[config.mk]
export PLATFORM = sky130hd
export DESIGN_NAME = gif_device
export DESIGN_NICKNAME = d
export VERILOG_FILES = /design/src/design/gif_pkg.sv /design/src/design/gif_sync.sv /design/src/design/gif_device.sv
export SDC_FILE = /design/constraint.sdc
export NUM_CORES = 1
export LEC_CHECK = 0
export BUFFER_PORTS_ARGS = -buffer_cell sky130_fd_sc_hd__buf_4
export CAP_MARGIN = 25
export CORE_ASPECT_RATIO = 0.5
export CORE_MARGIN = 2
export CORE_UTILIZATION = 45
export CTS_CLUSTER_SIZE = 14
export DETAILED_ROUTE_END_ITERATION = 12
export MAX_ROUTING_LAYER = met4
export PLACE_DENSITY = 0.76
export SLEW_MARGIN = 0
export SYNTH_ARGS = -nofsm -noshare
export SYNTH_HDL_FRONTEND = slang
export SYNTH_HIERARCHICAL = 1
export SYNTH_SLANG_ARGS = --single-unit
[constraint.sdc]
create_clock -name core_clk -period 5.1 [get_ports core_clk]
set_input_delay 0.255 -clock core_clk [delete_from_list [all_inputs] [get_ports core_clk]]
set_output_delay 0.255 -clock core_clk [all_outputs]
set_load 0.05 [all_outputs]
[src/design/gif_pkg.sv]
// What this block does
// - Source handshake sends multi-byte messages
// - Acceptor handshake receives multi-byte messages
// - Own talk address under attention: talker
// - Talker sends data or serial-poll status
// - Other talk address under attention: untalk
// - Talk-only mode transmits without addressing
// - Own listen address under attention: listener
// - No listen-only; receive only when addressed
// - Assert service request when attention needed
// - Go-to-local returns local when listener; lockout blocks only local request
// - No parallel poll; ignore its messages
// - No status drive on attention plus EOI
// - Clear on universal, selected only if listener
// - Trigger message acts only when listener
// - No controller function, take-control ignored
// - Honor poll enable/disable, unlisten, untalk, addresses
// - Five-bit bus address compared on commands
// - Message ends on EOI or line feed
package gif_pkg;
	localparam int CLK_MHZ    = 25;
	localparam int SETTLE_NS  = 2000;
	localparam int SETTLE_CYC = (SETTLE_NS * CLK_MHZ + 999) / 1000;
	localparam int SETTLE_W   = 6;
	localparam logic [SETTLE_W-1:0] SETTLE_CNT = SETTLE_W'(SETTLE_CYC);
	localparam logic [SETTLE_W-1:0] SETTLE_ONE = 6'h01;
	localparam int ADDR_W     = 5;
	localparam logic [6:0] CMD_GTL = 7'h01;
	localparam logic [6:0] CMD_SDC = 7'h04;
	localparam logic [6:0] CMD_PPC = 7'h05;
	localparam logic [6:0] CMD_GET = 7'h08;
	localparam logic [6:0] CMD_TCT = 7'h09;
	localparam logic [6:0] CMD_LLO = 7'h11;
	localparam logic [6:0] CMD_DCL = 7'h14;
	localparam logic [6:0] CMD_PPU = 7'h15;
	localparam logic [6:0] CMD_SPE = 7'h18;
	localparam logic [6:0] CMD_SPD = 7'h19;
	localparam logic [6:0] CMD_UNL = 7'h3f;
	localparam logic [6:0] CMD_UNT = 7'h5f;
	localparam logic [1:0] GRP_LISTEN = 2'h1;
	localparam logic [1:0] GRP_TALK   = 2'h2;
	localparam logic [7:0] CHAR_LF    = 8'h0a;
	localparam int RSV_BIT = 6;
	localparam int SY_ATN  = 0;
	localparam int SY_EOI  = 1;
	localparam int SY_DAV  = 2;
	localparam int SY_NRFD = 3;
	localparam int SY_NDAC = 4;
	localparam int SY_IFC  = 5;
	localparam int SY_REN  = 6;
	localparam int SY_DIO  = 7;
	localparam int SY_W    = 15;
	typedef enum logic [3:0] {
		SH_IDLE   = 4'h1,
		SH_WAIT   = 4'h2,
		SH_SETTLE = 4'h4,
		SH_XFER   = 4'h8
	} gif_sh_t;
	typedef enum logic [2:0] {
		AH_IDLE  = 3'h1,
		AH_READY = 3'h2,
		AH_DONE  = 3'h4
	} gif_ah_t;
endpackage : gif_pkg

[src/design/gif_sync.sv]
`timescale 1ns/10ps
module gif_sync #(
	parameter int W = 8
) (
	input  wire logic         core_clk,
	input  wire logic         sys_rst,
	input  wire logic         ce,
	input  wire logic [W-1:0] din,
	output logic      [W-1:0] dout
);
	logic [W-1:0] stage1_reg;
	logic [W-1:0] stage2_reg;

	always_ff @(posedge core_clk)
	begin
		if (sys_rst)
		begin
			stage1_reg <= '0;
			stage2_reg <= '0;
		end
		else if (ce)
		begin
			stage1_reg <= din;
			stage2_reg <= stage1_reg;
		end
	end

	assign dout = stage2_reg;
endmodule : gif_sync

[src/design/gif_device.sv]
`timescale 1ns/10ps
module gif_device (
	input  wire logic                      core_clk,
	input  wire logic                      sys_rst,
	input  wire logic                      ce,
	input  wire logic [7:0]                dioIn,
	output logic      [7:0]                dioOut,
	output logic                           dioOe,
	input  wire logic                      atnIn,
	input  wire logic                      eoiIn,
	output logic                           eoiOut,
	output logic                           eoiOe,
	input  wire logic                      davIn,
	output logic                           davOut,
	output logic                           davOe,
	input  wire logic                      nrfdIn,
	output logic                           nrfdOut,
	output logic                           nrfdOe,
	input  wire logic                      ndacIn,
	output logic                           ndacOut,
	output logic                           ndacOe,
	input  wire logic                      ifcIn,
	input  wire logic                      renIn,
	output logic                           srqOut,
	output logic                           srqOe,
	input  wire logic [gif_pkg::ADDR_W-1:0] devAddr,
	input  wire logic                      talkOnly,
	input  wire logic [7:0]                txData,
	input  wire logic                      txEnd,
	input  wire logic                      txValid,
	output logic                           txTaken,
	input  wire logic [7:0]                statusByte,
	input  wire logic                      serviceReq,
	input  wire logic                      localReq,
	output logic      [7:0]                rxData,
	output logic                           rxEnd,
	output logic                           rxValid,
	output logic                           talker,
	output logic                           listener,
	output logic                           remote,
	output logic                           lockout,
	output logic                           serialPoll,
	output logic                           devClear,
	output logic                           trigger
);
	import gif_pkg::*;

	logic [SY_W-1:0]     syncIn;
	logic [SY_W-1:0]     syncOut;
	logic                atnS;
	logic                eoiS;
	logic                davS;
	logic                nrfdS;
	logic                ndacS;
	logic                ifcS;
	logic                renS;
	logic [7:0]          dioS;
	gif_sh_t             shState_reg;
	gif_ah_t             ahState_reg;
	logic [SETTLE_W-1:0] settle_reg;
	logic [7:0]          dio_reg;
	logic                dioOe_reg;
	logic                srcEnd_reg;
	logic                eoiOe_reg;
	logic                davOe_reg;
	logic                nrfdOe_reg;
	logic                ndacOe_reg;
	logic                txTaken_reg;
	logic                spSent_reg;
	logic [7:0]          rxByte_reg;
	logic                rxEnd_reg;
	logic                rxValid_reg;
	logic                cmdStb_reg;
	logic                talker_reg;
	logic                listener_reg;
	logic                spMode_reg;
	logic                remote_reg;
	logic                lockout_reg;
	logic                devClear_reg;
	logic                trigger_reg;
	logic                srqPend_reg;
	logic                svcPrev_reg;
	logic                srqOe_reg;
	logic [6:0]          cmd;
	logic                isListen;
	logic                isTalkGrp;
	logic                ahActive;

	// Bus lines are asynchronous to core_clk
	assign syncIn = {dioIn, renIn, ifcIn, ndacIn, nrfdIn, davIn, eoiIn, atnIn};
	gif_sync #(.W(SY_W)) uSync (
		.core_clk(core_clk),
		.sys_rst (sys_rst),
		.ce      (ce),
		.din     (syncIn),
		.dout    (syncOut)
	);
	assign atnS  = syncOut[SY_ATN];
	assign eoiS  = syncOut[SY_EOI];
	assign davS  = syncOut[SY_DAV];
	assign nrfdS = syncOut[SY_NRFD];
	assign ndacS = syncOut[SY_NDAC];
	assign ifcS  = syncOut[SY_IFC];
	assign renS  = syncOut[SY_REN];
	assign dioS  = syncOut[SY_DIO+7:SY_DIO];

	// Source handshake; released at once when attention shows
	always_ff @(posedge core_clk)
	begin
		if (sys_rst)
		begin
			shState_reg <= SH_IDLE;
			settle_reg  <= '0;
			dio_reg     <= '0;
			dioOe_reg   <= 1'b0;
			srcEnd_reg  <= 1'b0;
			eoiOe_reg   <= 1'b0;
			davOe_reg   <= 1'b0;
			txTaken_reg <= 1'b0;
			spSent_reg  <= 1'b0;
		end
		else if (ce)
		begin
			txTaken_reg <= 1'b0;
			spSent_reg  <= 1'b0;
			if (atnS || !talker_reg)
			begin
				shState_reg <= SH_IDLE;
				dioOe_reg   <= 1'b0;
				eoiOe_reg   <= 1'b0;
				davOe_reg   <= 1'b0;
			end
			else
			begin
				case (shState_reg)
					SH_IDLE:
					begin
						// Status byte carries the pending request in its rsv bit
						if (spMode_reg)
						begin
							dio_reg     <= statusByte;
							dio_reg[RSV_BIT] <= srqPend_reg;
							srcEnd_reg  <= 1'b0;
							shState_reg <= SH_WAIT;
						end
						else if (txValid && !txTaken_reg)
						begin
							dio_reg     <= txData;
							srcEnd_reg  <= txEnd;
							shState_reg <= SH_WAIT;
						end
					end
					SH_WAIT:
					begin
						if (!nrfdS && ndacS)
						begin
							dioOe_reg   <= 1'b1;
							eoiOe_reg   <= srcEnd_reg;
							settle_reg  <= SETTLE_CNT;
							shState_reg <= SH_SETTLE;
						end
					end
					SH_SETTLE:
					begin
						// Data must settle on the lines before DAV is asserted
						if (settle_reg == SETTLE_ONE)
						begin
							davOe_reg   <= 1'b1;
							shState_reg <= SH_XFER;
						end
						else
						begin
							settle_reg <= settle_reg - SETTLE_ONE;
						end
					end
					SH_XFER:
					begin
						if (!ndacS)
						begin
							davOe_reg   <= 1'b0;
							dioOe_reg   <= 1'b0;
							eoiOe_reg   <= 1'b0;
							txTaken_reg <= !spMode_reg;
							spSent_reg  <= spMode_reg;
							shState_reg <= SH_IDLE;
						end
					end
					default:
					begin
						shState_reg <= SH_IDLE;
					end
				endcase
			end
		end
	end

	// Commands are always accepted; data only while addressed
	assign ahActive = atnS || listener_reg;

	// Acceptor handshake
	always_ff @(posedge core_clk)
	begin
		if (sys_rst)
		begin
			ahState_reg <= AH_IDLE;
			nrfdOe_reg  <= 1'b0;
			ndacOe_reg  <= 1'b0;
			rxByte_reg  <= '0;
			rxEnd_reg   <= 1'b0;
			rxValid_reg <= 1'b0;
			cmdStb_reg  <= 1'b0;
		end
		else if (ce)
		begin
			rxValid_reg <= 1'b0;
			cmdStb_reg  <= 1'b0;
			case (ahState_reg)
				AH_IDLE:
				begin
					if (ahActive && !davS)
					begin
						ndacOe_reg  <= 1'b1;
						nrfdOe_reg  <= 1'b0;
						ahState_reg <= AH_READY;
					end
				end
				AH_READY:
				begin
					if (!ahActive)
					begin
						ndacOe_reg  <= 1'b0;
						nrfdOe_reg  <= 1'b0;
						ahState_reg <= AH_IDLE;
					end
					else if (davS)
					begin
						rxByte_reg  <= dioS;
						rxEnd_reg   <= eoiS || (dioS == CHAR_LF);
						cmdStb_reg  <= atnS;
						rxValid_reg <= !atnS && listener_reg;
						nrfdOe_reg  <= 1'b1;
						ndacOe_reg  <= 1'b0;
						ahState_reg <= AH_DONE;
					end
				end
				AH_DONE:
				begin
					if (!davS)
					begin
						ndacOe_reg  <= 1'b1;
						nrfdOe_reg  <= 1'b0;
						ahState_reg <= AH_READY;
					end
				end
				default:
				begin
					ahState_reg <= AH_IDLE;
				end
			endcase
		end
	end

	// Address match on the seven low bits
	assign cmd       = rxByte_reg[6:0];
	assign isListen  = cmd[6:5] == GRP_LISTEN && cmd[4:0] == devAddr && cmd != CMD_UNL;
	assign isTalkGrp = cmd[6:5] == GRP_TALK && cmd != CMD_UNT;

	// Addressing; parallel poll and take-control codes fall through
	always_ff @(posedge core_clk)
	begin
		if (sys_rst)
		begin
			talker_reg   <= 1'b0;
			listener_reg <= 1'b0;
			spMode_reg   <= 1'b0;
		end
		else if (ce)
		begin
			if (ifcS)
			begin
				talker_reg   <= talkOnly;
				listener_reg <= 1'b0;
				spMode_reg   <= 1'b0;
			end
			else if (talkOnly)
			begin
				talker_reg   <= 1'b1;
				listener_reg <= 1'b0;
			end
			else if (cmdStb_reg)
			begin
				if (cmd == CMD_UNL)
					listener_reg <= 1'b0;
				else if (isListen)
					listener_reg <= 1'b1;
				if (cmd == CMD_UNT)
					talker_reg <= 1'b0;
				else if (isTalkGrp)
					talker_reg <= cmd[4:0] == devAddr;
				if (cmd == CMD_SPE)
					spMode_reg <= 1'b1;
				else if (cmd == CMD_SPD)
					spMode_reg <= 1'b0;
			end
		end
	end

	// Device events
	always_ff @(posedge core_clk)
	begin
		if (sys_rst)
		begin
			devClear_reg <= 1'b0;
			trigger_reg  <= 1'b0;
		end
		else if (ce)
		begin
			devClear_reg <= cmdStb_reg && (cmd == CMD_DCL
				|| (cmd == CMD_SDC && listener_reg));
			trigger_reg  <= cmdStb_reg && cmd == CMD_GET && listener_reg;
		end
	end

	// Remote and lockout; REN low forces local and drops lockout
	always_ff @(posedge core_clk)
	begin
		if (sys_rst)
		begin
			remote_reg  <= 1'b0;
			lockout_reg <= 1'b0;
		end
		else if (ce)
		begin
			if (!renS)
			begin
				remote_reg  <= 1'b0;
				lockout_reg <= 1'b0;
			end
			else
			begin
				if (cmdStb_reg && isListen)
					remote_reg <= 1'b1;
				else if (cmdStb_reg && cmd == CMD_GTL && listener_reg)
					remote_reg <= 1'b0;
				else if (localReq && !lockout_reg)
					remote_reg <= 1'b0;
				if (cmdStb_reg && cmd == CMD_LLO)
					lockout_reg <= 1'b1;
			end
		end
	end

	// Service request; a new request wins over the poll that clears it
	always_ff @(posedge core_clk)
	begin
		if (sys_rst)
		begin
			srqPend_reg <= 1'b0;
			svcPrev_reg <= 1'b0;
			srqOe_reg   <= 1'b0;
		end
		else if (ce)
		begin
			svcPrev_reg <= serviceReq;
			if (serviceReq && !svcPrev_reg)
				srqPend_reg <= 1'b1;
			else if (spSent_reg || !serviceReq)
				srqPend_reg <= 1'b0;
			srqOe_reg <= srqPend_reg;
		end
	end

	// Open-collector lines drive only their asserted level
	assign dioOut     = dio_reg;
	assign dioOe      = dioOe_reg;
	assign eoiOut     = eoiOe_reg;
	assign eoiOe      = eoiOe_reg;
	assign davOut     = davOe_reg;
	assign davOe      = davOe_reg;
	assign nrfdOut    = nrfdOe_reg;
	assign nrfdOe     = nrfdOe_reg;
	assign ndacOut    = ndacOe_reg;
	assign ndacOe     = ndacOe_reg;
	assign srqOut     = srqOe_reg;
	assign srqOe      = srqOe_reg;
	assign txTaken    = txTaken_reg;
	assign rxData     = rxByte_reg;
	assign rxEnd      = rxEnd_reg;
	assign rxValid    = rxValid_reg;
	assign talker     = talker_reg;
	assign listener   = listener_reg;
	assign remote     = remote_reg;
	assign lockout    = lockout_reg;
	assign serialPoll = spMode_reg;
	assign devClear   = devClear_reg;
	assign trigger    = trigger_reg;
endmodule : gif_device

==> reports/qor.csv, run 1 <==
metric,value,unit
holdWs,0.1395,ns
synth-edff-count,0,
postRouteAntennaNets,0,
slew_viol_final,0,
skew,0.008479,ns
ys_seq_elements,80,
cts_sinks,80,
ctsHoldBuffers,0,
dieArea,9092,um2
post-route-worst-setup-slack,3.059,ns
worst_pin_slew,0.7883,ns
switchingPower,0.0003614,W
path_class,register to register,
end_kind,register,
num-fill-cells,729,
hold_viol_final,0,
drive_gt1_frac,0.2372,
p_seq_frac,0.453,
place_worst_setup_slack,2.605,ns
syn_area,3736,um2
synthDistinctLibCells,60,
num_vias,3032,
finalSetupTns,0,ns
htreeDepth,3,
gr-usage-all-layers,0.1853,
p_clk_frac,0.460,
ys_dominant_reg_cell,dfxtp_1,
grt_pass1_wl,12.79,mm
max-cap-violations,0,
wl_met2,3.858,mm
synth_fp_nets,447,
ys.warnings.count,6,
status,"complete, no violations",
top_layer,met4,
firstDrtPassIters,4,
rows,23,
setup_viol,0,
worstPathMaxFanout,9,
clockBufferDepth,2,
grt_max_degree,78,
post_cts_resize_count,0,
cts_tree,built,
period_share,0.4002,
route.detailed.drc,0,
synth_cells,401,
io_buffers,79,
post_drt_wl_per_cell,13.84,um
hold_path.class,primary input to register,
p_leak,1.846,nW
yosysSeqAreaShare,0.4287,
max_stage_delay,0.61,ns
cts_root_buffer,clkbuf_16,
max-slew-margin-rel,0.4745,
final_cell_mix,"80 x dfxtp_1, 80 x buf_4, 72 x nor2_1",
layout_min_cycle_time,2.041,ns
start_util,0.4653,
rsz0062_at_grt,false,
path_clk_slew,0.07,ns
syn_avg_cell_area,9.317,um2
diodes,0,
grt.overflow.total,0,
hpwlAfterDp,5.425,mm
grt_pass1_vias,2737,
synthArstFlopShare,0,
crit_arrival,2.27,ns
drt_wl_total,8.030,mm
crit_slowest_cell,or4b_1,
ir_drop,0.1844,mV
antenna_found_initial,0,
dr.first_iter.drc_count,179,
layout.nets,509,
internal-power,0.001088,W
core_area,8029,um2
wl_met1,3.699,mm
pwr-share-comb,0.087,
clock_latency,0.35,ns
p_sw_frac,0.2494,
die_y,68.43,um
path_cells,"or4b_1, o311ai_2, nor2_2, mux2_4",
die_w,132.9,um
start_kind,register,
post_cts_buffers,0,
gp_congestion,0.8232,
drt-vias-per-instance,5.228,
max_clock_freq,489.9,MHz
cp.required,5.33,ns
syn2layout_area_growth,22.81,%
cts_buffers,9,
io_pins,81,
p_per_area,315.8,nW/um2
met3_length,397,um
## power groups by stage
stage | sequential, W | clock [W] | combinational, W
final | 0.000656 | 0.000667 | 0.000126
after floorplan | 0.000679 | 0 | 0.0000770
after global placement | 0.000670 | 0 | 0.000124
after global routing | 0.000658 | 0.000705 | 0.000137
after CTS | 0.000656 | 0.000684 | 0.000126
after detailed placement | 0.000670 | 0 | 0.000126
## cell type report
type,instances,area [um2],area share
tap,112,140.1,0.03054
sequential,80,1602,0.3491
timing repair buffer,81,611.8,0.1334
clock buffer,9,225.2,0.04909
clock inverter,7,83.83,0.01827
inverter,12,45.04,0.009817
multi-input combinational,279,1881,0.4099
## critical path, delay by kind of cell (launching register included)
kind	cells	cell delay, ns
compound gates	1	0.41
mux	1	0.31
simple gates	2	0.71
flops	1	0.50
## path summary, 6_finish.rpt
check / endpoint / depth (start not counted) / start / slack (ns)
setup / recovery: shState_reg[3] / 4 / shState_reg[2] / 3.06
hold / removal: uSync/stage1_reg[11] / 3 / dioIn[4] / 0.14
setup reg to reg: shState_reg[3] / 4 / shState_reg[2] / 3.06
hold reg to reg: dioOe / 1 / dioOe / 0.47
## Yosys cell counts (3+ instances only)
cell type | number | area (um2)
nor3b_1 | 5 | 37.54
nor3_1 | 9 | 45.04
buf_6 | 3 | 33.78
o21ai_0 | 15 | 75.07
nand3b_1 | 3 | 22.52
buf_12 | 3 | 60.06
nand2b_1 | 6 | 37.54
xor2_1 | 6 | 52.55
dfxtp_1 | 80 | 1602
mux2i_1 | 50 | 500.5
nor4_1 | 5 | 31.28
nor2_1 | 72 | 270.3
nand2_1 | 7 | 26.28
xnor2_1 | 5 | 43.79
nor2b_1 | 4 | 25.02
a21oi_1 | 22 | 110.1
buf_4 | 6 | 45.04
clkbuf_1 | 15 | 56.30
a211oi_1 | 10 | 75.07
inv_1 | 12 | 45.04
nand4_1 | 5 | 31.28
a31oi_1 | 3 | 18.77
nand3_1 | 6 | 30.03
## cell families after synthesis
kind of cell    after synthesis  share of synthesized area
compound gates               74                     0.1299
xor+xnor                     11                    0.02579
fa+ha+maj                     2                   0.006697
buf+inv                      42                    0.06798
flops                        80                     0.4287
mux                          51                     0.1380
simple gates                141                     0.2030
## metal layers
layer,vias to the layer above,GRT usage
li1,1542,-
met1,1422,0.2168
met2,62,0.3076
met3,6,0.05185
met4,0,0.07930
met5,-,-
## per-stage QoR
stage / cell area [um2] / utilization / power [W] / cells
floorplan: 3736 / - / 0.0007561 / 401
global placement: 4260 / 0.5306 / 0.0007937 / 562
detailed placement: 4272 / 0.5320 / 0.0007964 / 563
CTS: 4581 / 0.5705 / 0.001466 / 579
global route: 4588 / 0.5715 / 0.001500 / 580
finish: 4588 / 0.5715 / 0.001449 / 580
No activity file was read; power rests on OpenSTA's default activity.
==> run 2: changes to the inputs <==
--- a/config.mk
+++ b/config.mk
@@ -5,6 +5,7 @@
 export SDC_FILE = /design/constraint.sdc
 export NUM_CORES = 1
 export LEC_CHECK = 0
+export ABC_AREA = 1
 export BUFFER_PORTS_ARGS = -buffer_cell sky130_fd_sc_hd__buf_4
 export CAP_MARGIN = 25
 export CORE_ASPECT_RATIO = 0.5
@@ -13,7 +14,7 @@
 export CTS_CLUSTER_SIZE = 14
 export DETAILED_ROUTE_END_ITERATION = 12
 export MAX_ROUTING_LAYER = met4
-export PLACE_DENSITY = 0.76
+export PLACE_DENSITY = 0.75
 export SLEW_MARGIN = 0
 export SYNTH_ARGS = -nofsm -noshare
 export SYNTH_HDL_FRONTEND = slang
==> constraint.sdc (replaced) <==
create_clock -name core_clk -period 2.1 [get_ports core_clk]
set_input_delay 0.105 -clock core_clk [delete_from_list [all_inputs] [get_ports core_clk]]
set_output_delay 0.105 -clock core_clk [all_outputs]
set_load 0.05 [all_outputs]
==> run 2 against run 1 <==
Compared with the run above:
- worst hold slack worse by 0.11 ns
- fmax increased by 34%
- die area increased by 6.6%
- wire length increased by 6.9%
- sequential power increased by 150%
- flip-flop and latch count unchanged
- synthesized cell count is 49% higher
- count of clock-buffer cells in the layout stayed put
- critical path depth is 1 higher
- worst setup slack worse by 2.5 ns
- largest cell class unchanged
- highest routed layer unchanged
==> reports/qor.csv, run 2 <==
metric,value,unit,change
synth_fp_nets,645,,+44%
dieArea,9691,um2,+6.6%
synthDistinctLibCells,36,,-40%
rsz0062_at_grt,false,,
clock_latency,0.34,ns,about the same
synthArstFlopShare,0,,unchanged
antenna_found_initial,0,,unchanged
final_common_cell,nand2_1,,
dr.first_iter.drc_count,181,,+1.1%
post_cts_resize_count,0,,unchanged
hold_viol_final,0,,unchanged
slew_viol_final,0,,unchanged
drt-vias-per-instance,4.585,,-12%
start_kind,register,,
post_cts_buffers,0,,unchanged
grt_pass1_wl,14.28,mm,+12%
synth_area_leaders,"dfxtp_1 40%, nand2_1 15%, nor2_1 11%",,
seqCellArea,1602,um2,unchanged
path_class,register to register,,
drt_wl_total,8.585,mm,+6.9%
use_met1,0.2328,,+0.01592
cts_buffers,9,,unchanged
grt_use_met3,0.05305,,+0.001195
grt_pass1_vias,3219,,+18%
path_clk_slew,0.06,ns,about the same
ys.warnings.count,6,,unchanged
ir_drop,0.4559,mV,+150%
grt.overflow.total,0,,unchanged
layout_min_cycle_time,1.521,ns,-0.5204 ns
rows,24,,+4.3%
route.detailed.drc,0,,unchanged
cp_top_family,flip-flops,,
firstDrtPassIters,4,,unchanged
cp_common_cell,nand2_1,,
finalSetupTns,0,ns,unchanged
final_cell_mix,"160 x nand2_1, 113 x nor2_1, 83 x buf_4",,
busiest_layer,met2,,
synth.top_cell.area_share,0.4010,,-0.02766
ys_dominant_reg_cell,dfxtp_1,,
cts_tree,built,,
num_vias,3631,,+20%
hpwlAfterDp,6.064,mm,+12%
layout.nets,716,,+41%
clockBufferDepth,2,,unchanged
post_drt_wl_per_cell,10.84,um,-22%
grt_use_met2,0.3035,,-0.004160
die_w,137.2,um,+3.3%
core_area,8648,um2,+7.7%
worstPathMaxFanout,13,,+4
cts_root_buffer,clkbuf_16,,
syn_avg_cell_area,6.667,um2,-28%
cp.required,2.33,ns,-3.00 ns
drive_gt1_frac,0.2030,,-0.03422
yosysTopAreaCell,dfxtp_1,,
start_util,0.4618,,-0.003521
r2r_start,serialPoll,,
max-cap-violations,0,,unchanged
crit_arrival,1.75,ns,-0.52 ns
io_pins,81,,unchanged
p_per_area,769.9,nW/um2,+140%
hold_path.class,primary input to register,,
multiInputGateArea,1948,um2,+3.6%
cp-startpoint,serialPoll,,
diodes,0,,unchanged
crit_slowest_cell,dfxtp_1,,
syn2layout_area_growth,23.68,%,
ctsHoldBuffers,0,,unchanged
max-slew-margin-rel,0.6378,,+0.1633
die_y,70.62,um,+3.2%
synth_cells,599,,+49%
max_clock_freq,657.5,MHz,+34%
yosysSeqAreaShare,0.4010,,-0.02766
period_share,0.7242,,+0.3240
num-fill-cells,849,,+16%
worst_pin_slew,0.5433,ns,-0.2450 ns
skew,0.004671,ns,-0.003808 ns
gp_congestion,0.8858,,+7.6%
io_buffers,79,,unchanged
htreeDepth,3,,unchanged
cts_sinks,80,,unchanged
status,"complete, no violations",,
hold_start,txEnd,,
path_cells,"clkinv_1, nand2_1, nand2_1, o21ai_0, nor2_1",,
max_stage_delay,0.61,ns,about the same
ys_seq_elements,80,,unchanged
syn_area,3994,um2,+6.9%
synth_common_cells,"160 x nand2_1, 113 x nor2_1, 80 x dfxtp_1, 65 x inv_1, 35 x a21oi_1",,
gr-usage-all-layers,0.1887,,+0.003369
critPathBufInv,1,,+1
holdWs,0.03249,ns,-0.1070 ns
p_leak,2.321,nW,+26%
postRouteAntennaNets,0,,unchanged
end_kind,register,,
synth-edff-count,0,,unchanged
synth.most_common_cell,nand2_1,,
grt_max_degree,62,,-21%
setup_viol,0,,unchanged
run 2: tightest hold or removal path, cell delays in order:
cell and delay, ns:
buf_4 0.11, nand3_2 0.06, a21oi_2 0.04
run 2: layout make-up:
cell class	count	share of cell area
multi-input cells	421	0.3944
flip-flops and latches	80	0.3242
repair buffers	83	0.1261
inverters	75	0.05902
clock buffers	9	0.04559
well taps	117	0.02964
clock inverters	7	0.02102
run 2: logic make-up (layout without fill, tap and decap cells):
family                   after synthesis  after routing  synth area share
AND/OR/NAND/NOR                      343            343            0.3703
buffers and inverters                 98            174            0.1112
flip-flops                            80             80            0.4010
AO/OA/AOI/OAI                         69             69           0.09587
XOR/XNOR                               7              7           0.01535
adder cells (fa/ha/maj)                2              2          0.006265
run 2: where the power goes:
part,leakage [nW],total [W],switching [W],internal [W]
sequential,0.654,0.00163,0.0000515,0.00158
combinational,1.51,0.000470,0.000289,0.000181
clock,0.154,0.00170,0.000645,0.00105
total,2.32,0.00380,0.000986,0.00282
run 2: metal layers:
metal | vias to the layer above | wire length (um)
li1 | 2005 | -
met1 | 1544 | 4374
met2 | 71 | 3756
met3 | 11 | 370
met4 | 0 | 83
met5 | - | 0
run 2: final timing paths:
path,depth (start not counted),slack [ns],end
worst min-delay path,3,0.03,srcEnd_reg
worst max-delay path,5,0.58,dioOut[2]
worst max register to register,5,0.58,dioOut[2]
worst min register to register,2,0.46,svcPrev_reg
run 2: through the flow:
stage          instance area [um2]  setup WS (ns)  utilization  power (W)  std cells
2_1_floorplan                 3994         0.5260            -   0.002002        599
3_3_place_gp                  4611         0.5908       0.5331   0.002127        776
3_5_place_dp                  4611         0.5788       0.5331   0.002135        776
4_1_cts                       4940         0.5553       0.5712   0.003846        792
5_1_grt                       4940         0.4234       0.5712   0.003976        792
6_report                      4940         0.5792       0.5712   0.003803        792
==> run 3: changes to the inputs <==
--- a/config.mk
+++ b/config.mk
@@ -14,7 +14,7 @@
 export CTS_CLUSTER_SIZE = 14
 export DETAILED_ROUTE_END_ITERATION = 12
 export MAX_ROUTING_LAYER = met4
-export PLACE_DENSITY = 0.75
+export PLACE_DENSITY = 0.78
 export SLEW_MARGIN = 0
 export SYNTH_ARGS = -nofsm -noshare
 export SYNTH_HDL_FRONTEND = slang
==> constraint.sdc (replaced) <==
create_clock -name core_clk -period 1.35 [get_ports core_clk]
set_input_delay 0.0675 -clock core_clk [delete_from_list [all_inputs] [get_ports core_clk]]
set_output_delay 0.0675 -clock core_clk [all_outputs]
set_load 0.05 [all_outputs]
==> run 3 against run 2 <==
Compared with the run above:
- the run now ends with setup timing left
- power is 53% higher
- worst setup slack worse by 0.63 ns
- combinational power is 73% higher
- final area is 5.6% higher
- global-route usage is 1.4 points higher
- largest cell class unchanged
- largest power group is now registers
==> reports/qor.csv, run 3 (same netlist as run 2, synthesis figures left out) <==
metric,value,unit,change
max-cap-violations,0,,unchanged
max_stage_delay,0.37,ns,-0.24 ns
grt_pass1_vias,3484,,+8.2%
r2r_start,talker,,
skew,0.006121,ns,+0.001450 ns
route.detailed.drc,0,,unchanged
path_cells,"inv_2, nor2_4, nand4_1, nor2_4, nor2_4, a21oi_1, nor2_1",,
crit_slowest_cell,dfxtp_4,,
cp-endpoint,shState_reg[1],,
die_w,137.2,um,unchanged
drive_gt1_frac,0.2779,,+0.07497
core_area,8648,um2,unchanged
worstPathMaxFanout,5,,-8
use_met1,0.2451,,+0.01231
gr-usage-all-layers,0.2029,,+0.01420
syn2layout_area_growth,30.58,%,
gp_congestion,0.8765,,-1.0%
firstDrtPassIters,4,,unchanged
start_util,0.4618,,unchanged
cts_buffers,9,,unchanged
r2r_slack,-0.06,ns,-0.63 ns
slew_viol_final,0,,unchanged
diodes,0,,unchanged
p_leak,2.448,nW,+5.5%
grt_use_met3,0.04803,,-0.005018
htreeDepth,3,,unchanged
period_share,1.041,,+0.3171
rows,24,,unchanged
cp_common_cell,nor2_4,,
cp_top_family,simple AND/OR/NAND/NOR gates,,
antenna_found_initial,0,,unchanged
path_clk_slew,0.06,ns,about the same
final_cell_mix,"158 x nand2_1, 110 x nor2_1, 103 x buf_4",,
hpwlAfterDp,6.376,mm,+5.1%
grt_use_met2,0.3295,,+0.02598
cp.required,1.58,ns,-0.75 ns
clock_latency,0.34,ns,about the same
drt_wl_total,9.362,mm,+9.1%
post-route-worst-setup-slack,-0.05577,ns,-0.6350 ns
multiInputGateArea,2044,um2,+4.9%
die_y,70.62,um,unchanged
reg2reg_depth,7,,+2
cp-startpoint,talker,,
critPathBufInv,1,,unchanged
crit_arrival,1.63,ns,-0.12 ns
path_depth,7,,+2
holdWs,0.01205,ns,-0.02043 ns
cts_sinks,80,,unchanged
finalSetupTns,-0.1534,ns,-0.1534 ns
num-fill-cells,783,,-7.8%
cts_root_buffer,clkbuf_16,,
io_buffers,79,,unchanged
post_drt_wl_per_cell,11.49,um,+6.0%
worst_pin_slew,0.5135,ns,-0.02983 ns
path_class,register to register,,
ir_drop,0.7627,mV,+67%
setup_viol,7,,+7
layout_min_cycle_time,1.406,ns,-0.1150 ns
drt-vias-per-instance,4.753,,+3.7%
cts_tree,built,,
grt_max_degree,60,,-3.2%
seqCellArea,1630,um2,+1.8%
max_clock_freq,711.4,MHz,+8.2%
grt.overflow.total,0,,unchanged
rsz0062_at_grt,true,,
status,"complete, but fails checks",,
busiest_layer,met2,,
start_kind,register,,
postRouteAntennaNets,0,,unchanged
p_per_area,1115,nW/um2,+45%
clockBufferDepth,2,,unchanged
hold_start,dioIn[2],,
grt_pass1_wl,15.35,mm,+7.4%
end_kind,register,,
num_vias,3874,,+6.7%
dieArea,9691,um2,unchanged
p_total,0.005814,W,+53%
io_pins,81,,unchanged
max-slew-margin-rel,0.6577,,+0.01989
hold_path.class,primary input to register,,
final_cells,815,,+2.9%
dr.first_iter.drc_count,206,,+14%
final_common_cell,nand2_1,,
post-place-cells,790,,+1.8%
hold_viol_final,0,,unchanged
layout.nets,739,,+3.2%
rr_endpoint,shState_reg[1],,
violations,setup timing,,
## run 3: what timing repair did
action	CTS	global route
endpoints found under the hold margin	5	0
hold buffers	2	0
gates resized for setup	5	30
pin swaps	2	12
endpoints found under the setup margin	4	35
gates cloned	1	0
buffers inserted	0	6
## run 3: cell type report
cell class / count / area share
Clock buffer: 9 / 0.04319
Multi-Input combinational cell: 422 / 0.3920
Clock inverter: 7 / 0.01488
Inverter: 75 / 0.05710
Sequential cell: 80 / 0.3126
Timing Repair Buffer: 105 / 0.1521
Tap cell: 117 / 0.02807
## run 3: worst min-delay path by stage
stage                     cells after the start  slack (ns)             endpoint
final                                         5        0.01  uSync/stage1_reg[9]
after global routing                          3        0.02          svcPrev_reg
after CTS                                     5      0.0004  uSync/stage1_reg[9]
after detailed placement                      2        0.30               ndacOe
after global placement                        2        0.30       ahState_reg[1]
after floorplan                               1        0.13        settle_reg[2]
## run 3: worst register-to-register path: stages (launching register included)
cell,delay [ns]
dfxtp_4,0.37
inv_2,0.04
nor2_4,0.17
nand4_1,0.20
nor2_4,0.21
nor2_4,0.06
a21oi_1,0.16
nor2_1,0.08
## run 3: per-layer routing
layer  share of wire  vias up
li1                -     2043
met1            0.45     1703
met2            0.47      109
met3           0.057       19
met4           0.020        0
met5               0        -
## run 3: where the power goes
part	switching, W	total [W]	internal [W]
sequential	0.0000810	0.00254	0.00246
combinational	0.000490	0.000812	0.000322
clock	0.00101	0.00246	0.00145
## run 3: metrics by stage
stage | cell area [um2] | setup slack [ns] | util
after global routing | 5215 | -0.1325 | 0.6030
final | 5215 | -0.05577 | 0.6030
after detailed placement | 4736 | -0.005087 | 0.5476
after floorplan | 4014 | 0.04527 | -
after global placement | 4736 | 0.04786 | 0.5476
after CTS | 5079 | -0.0002235 | 0.5872
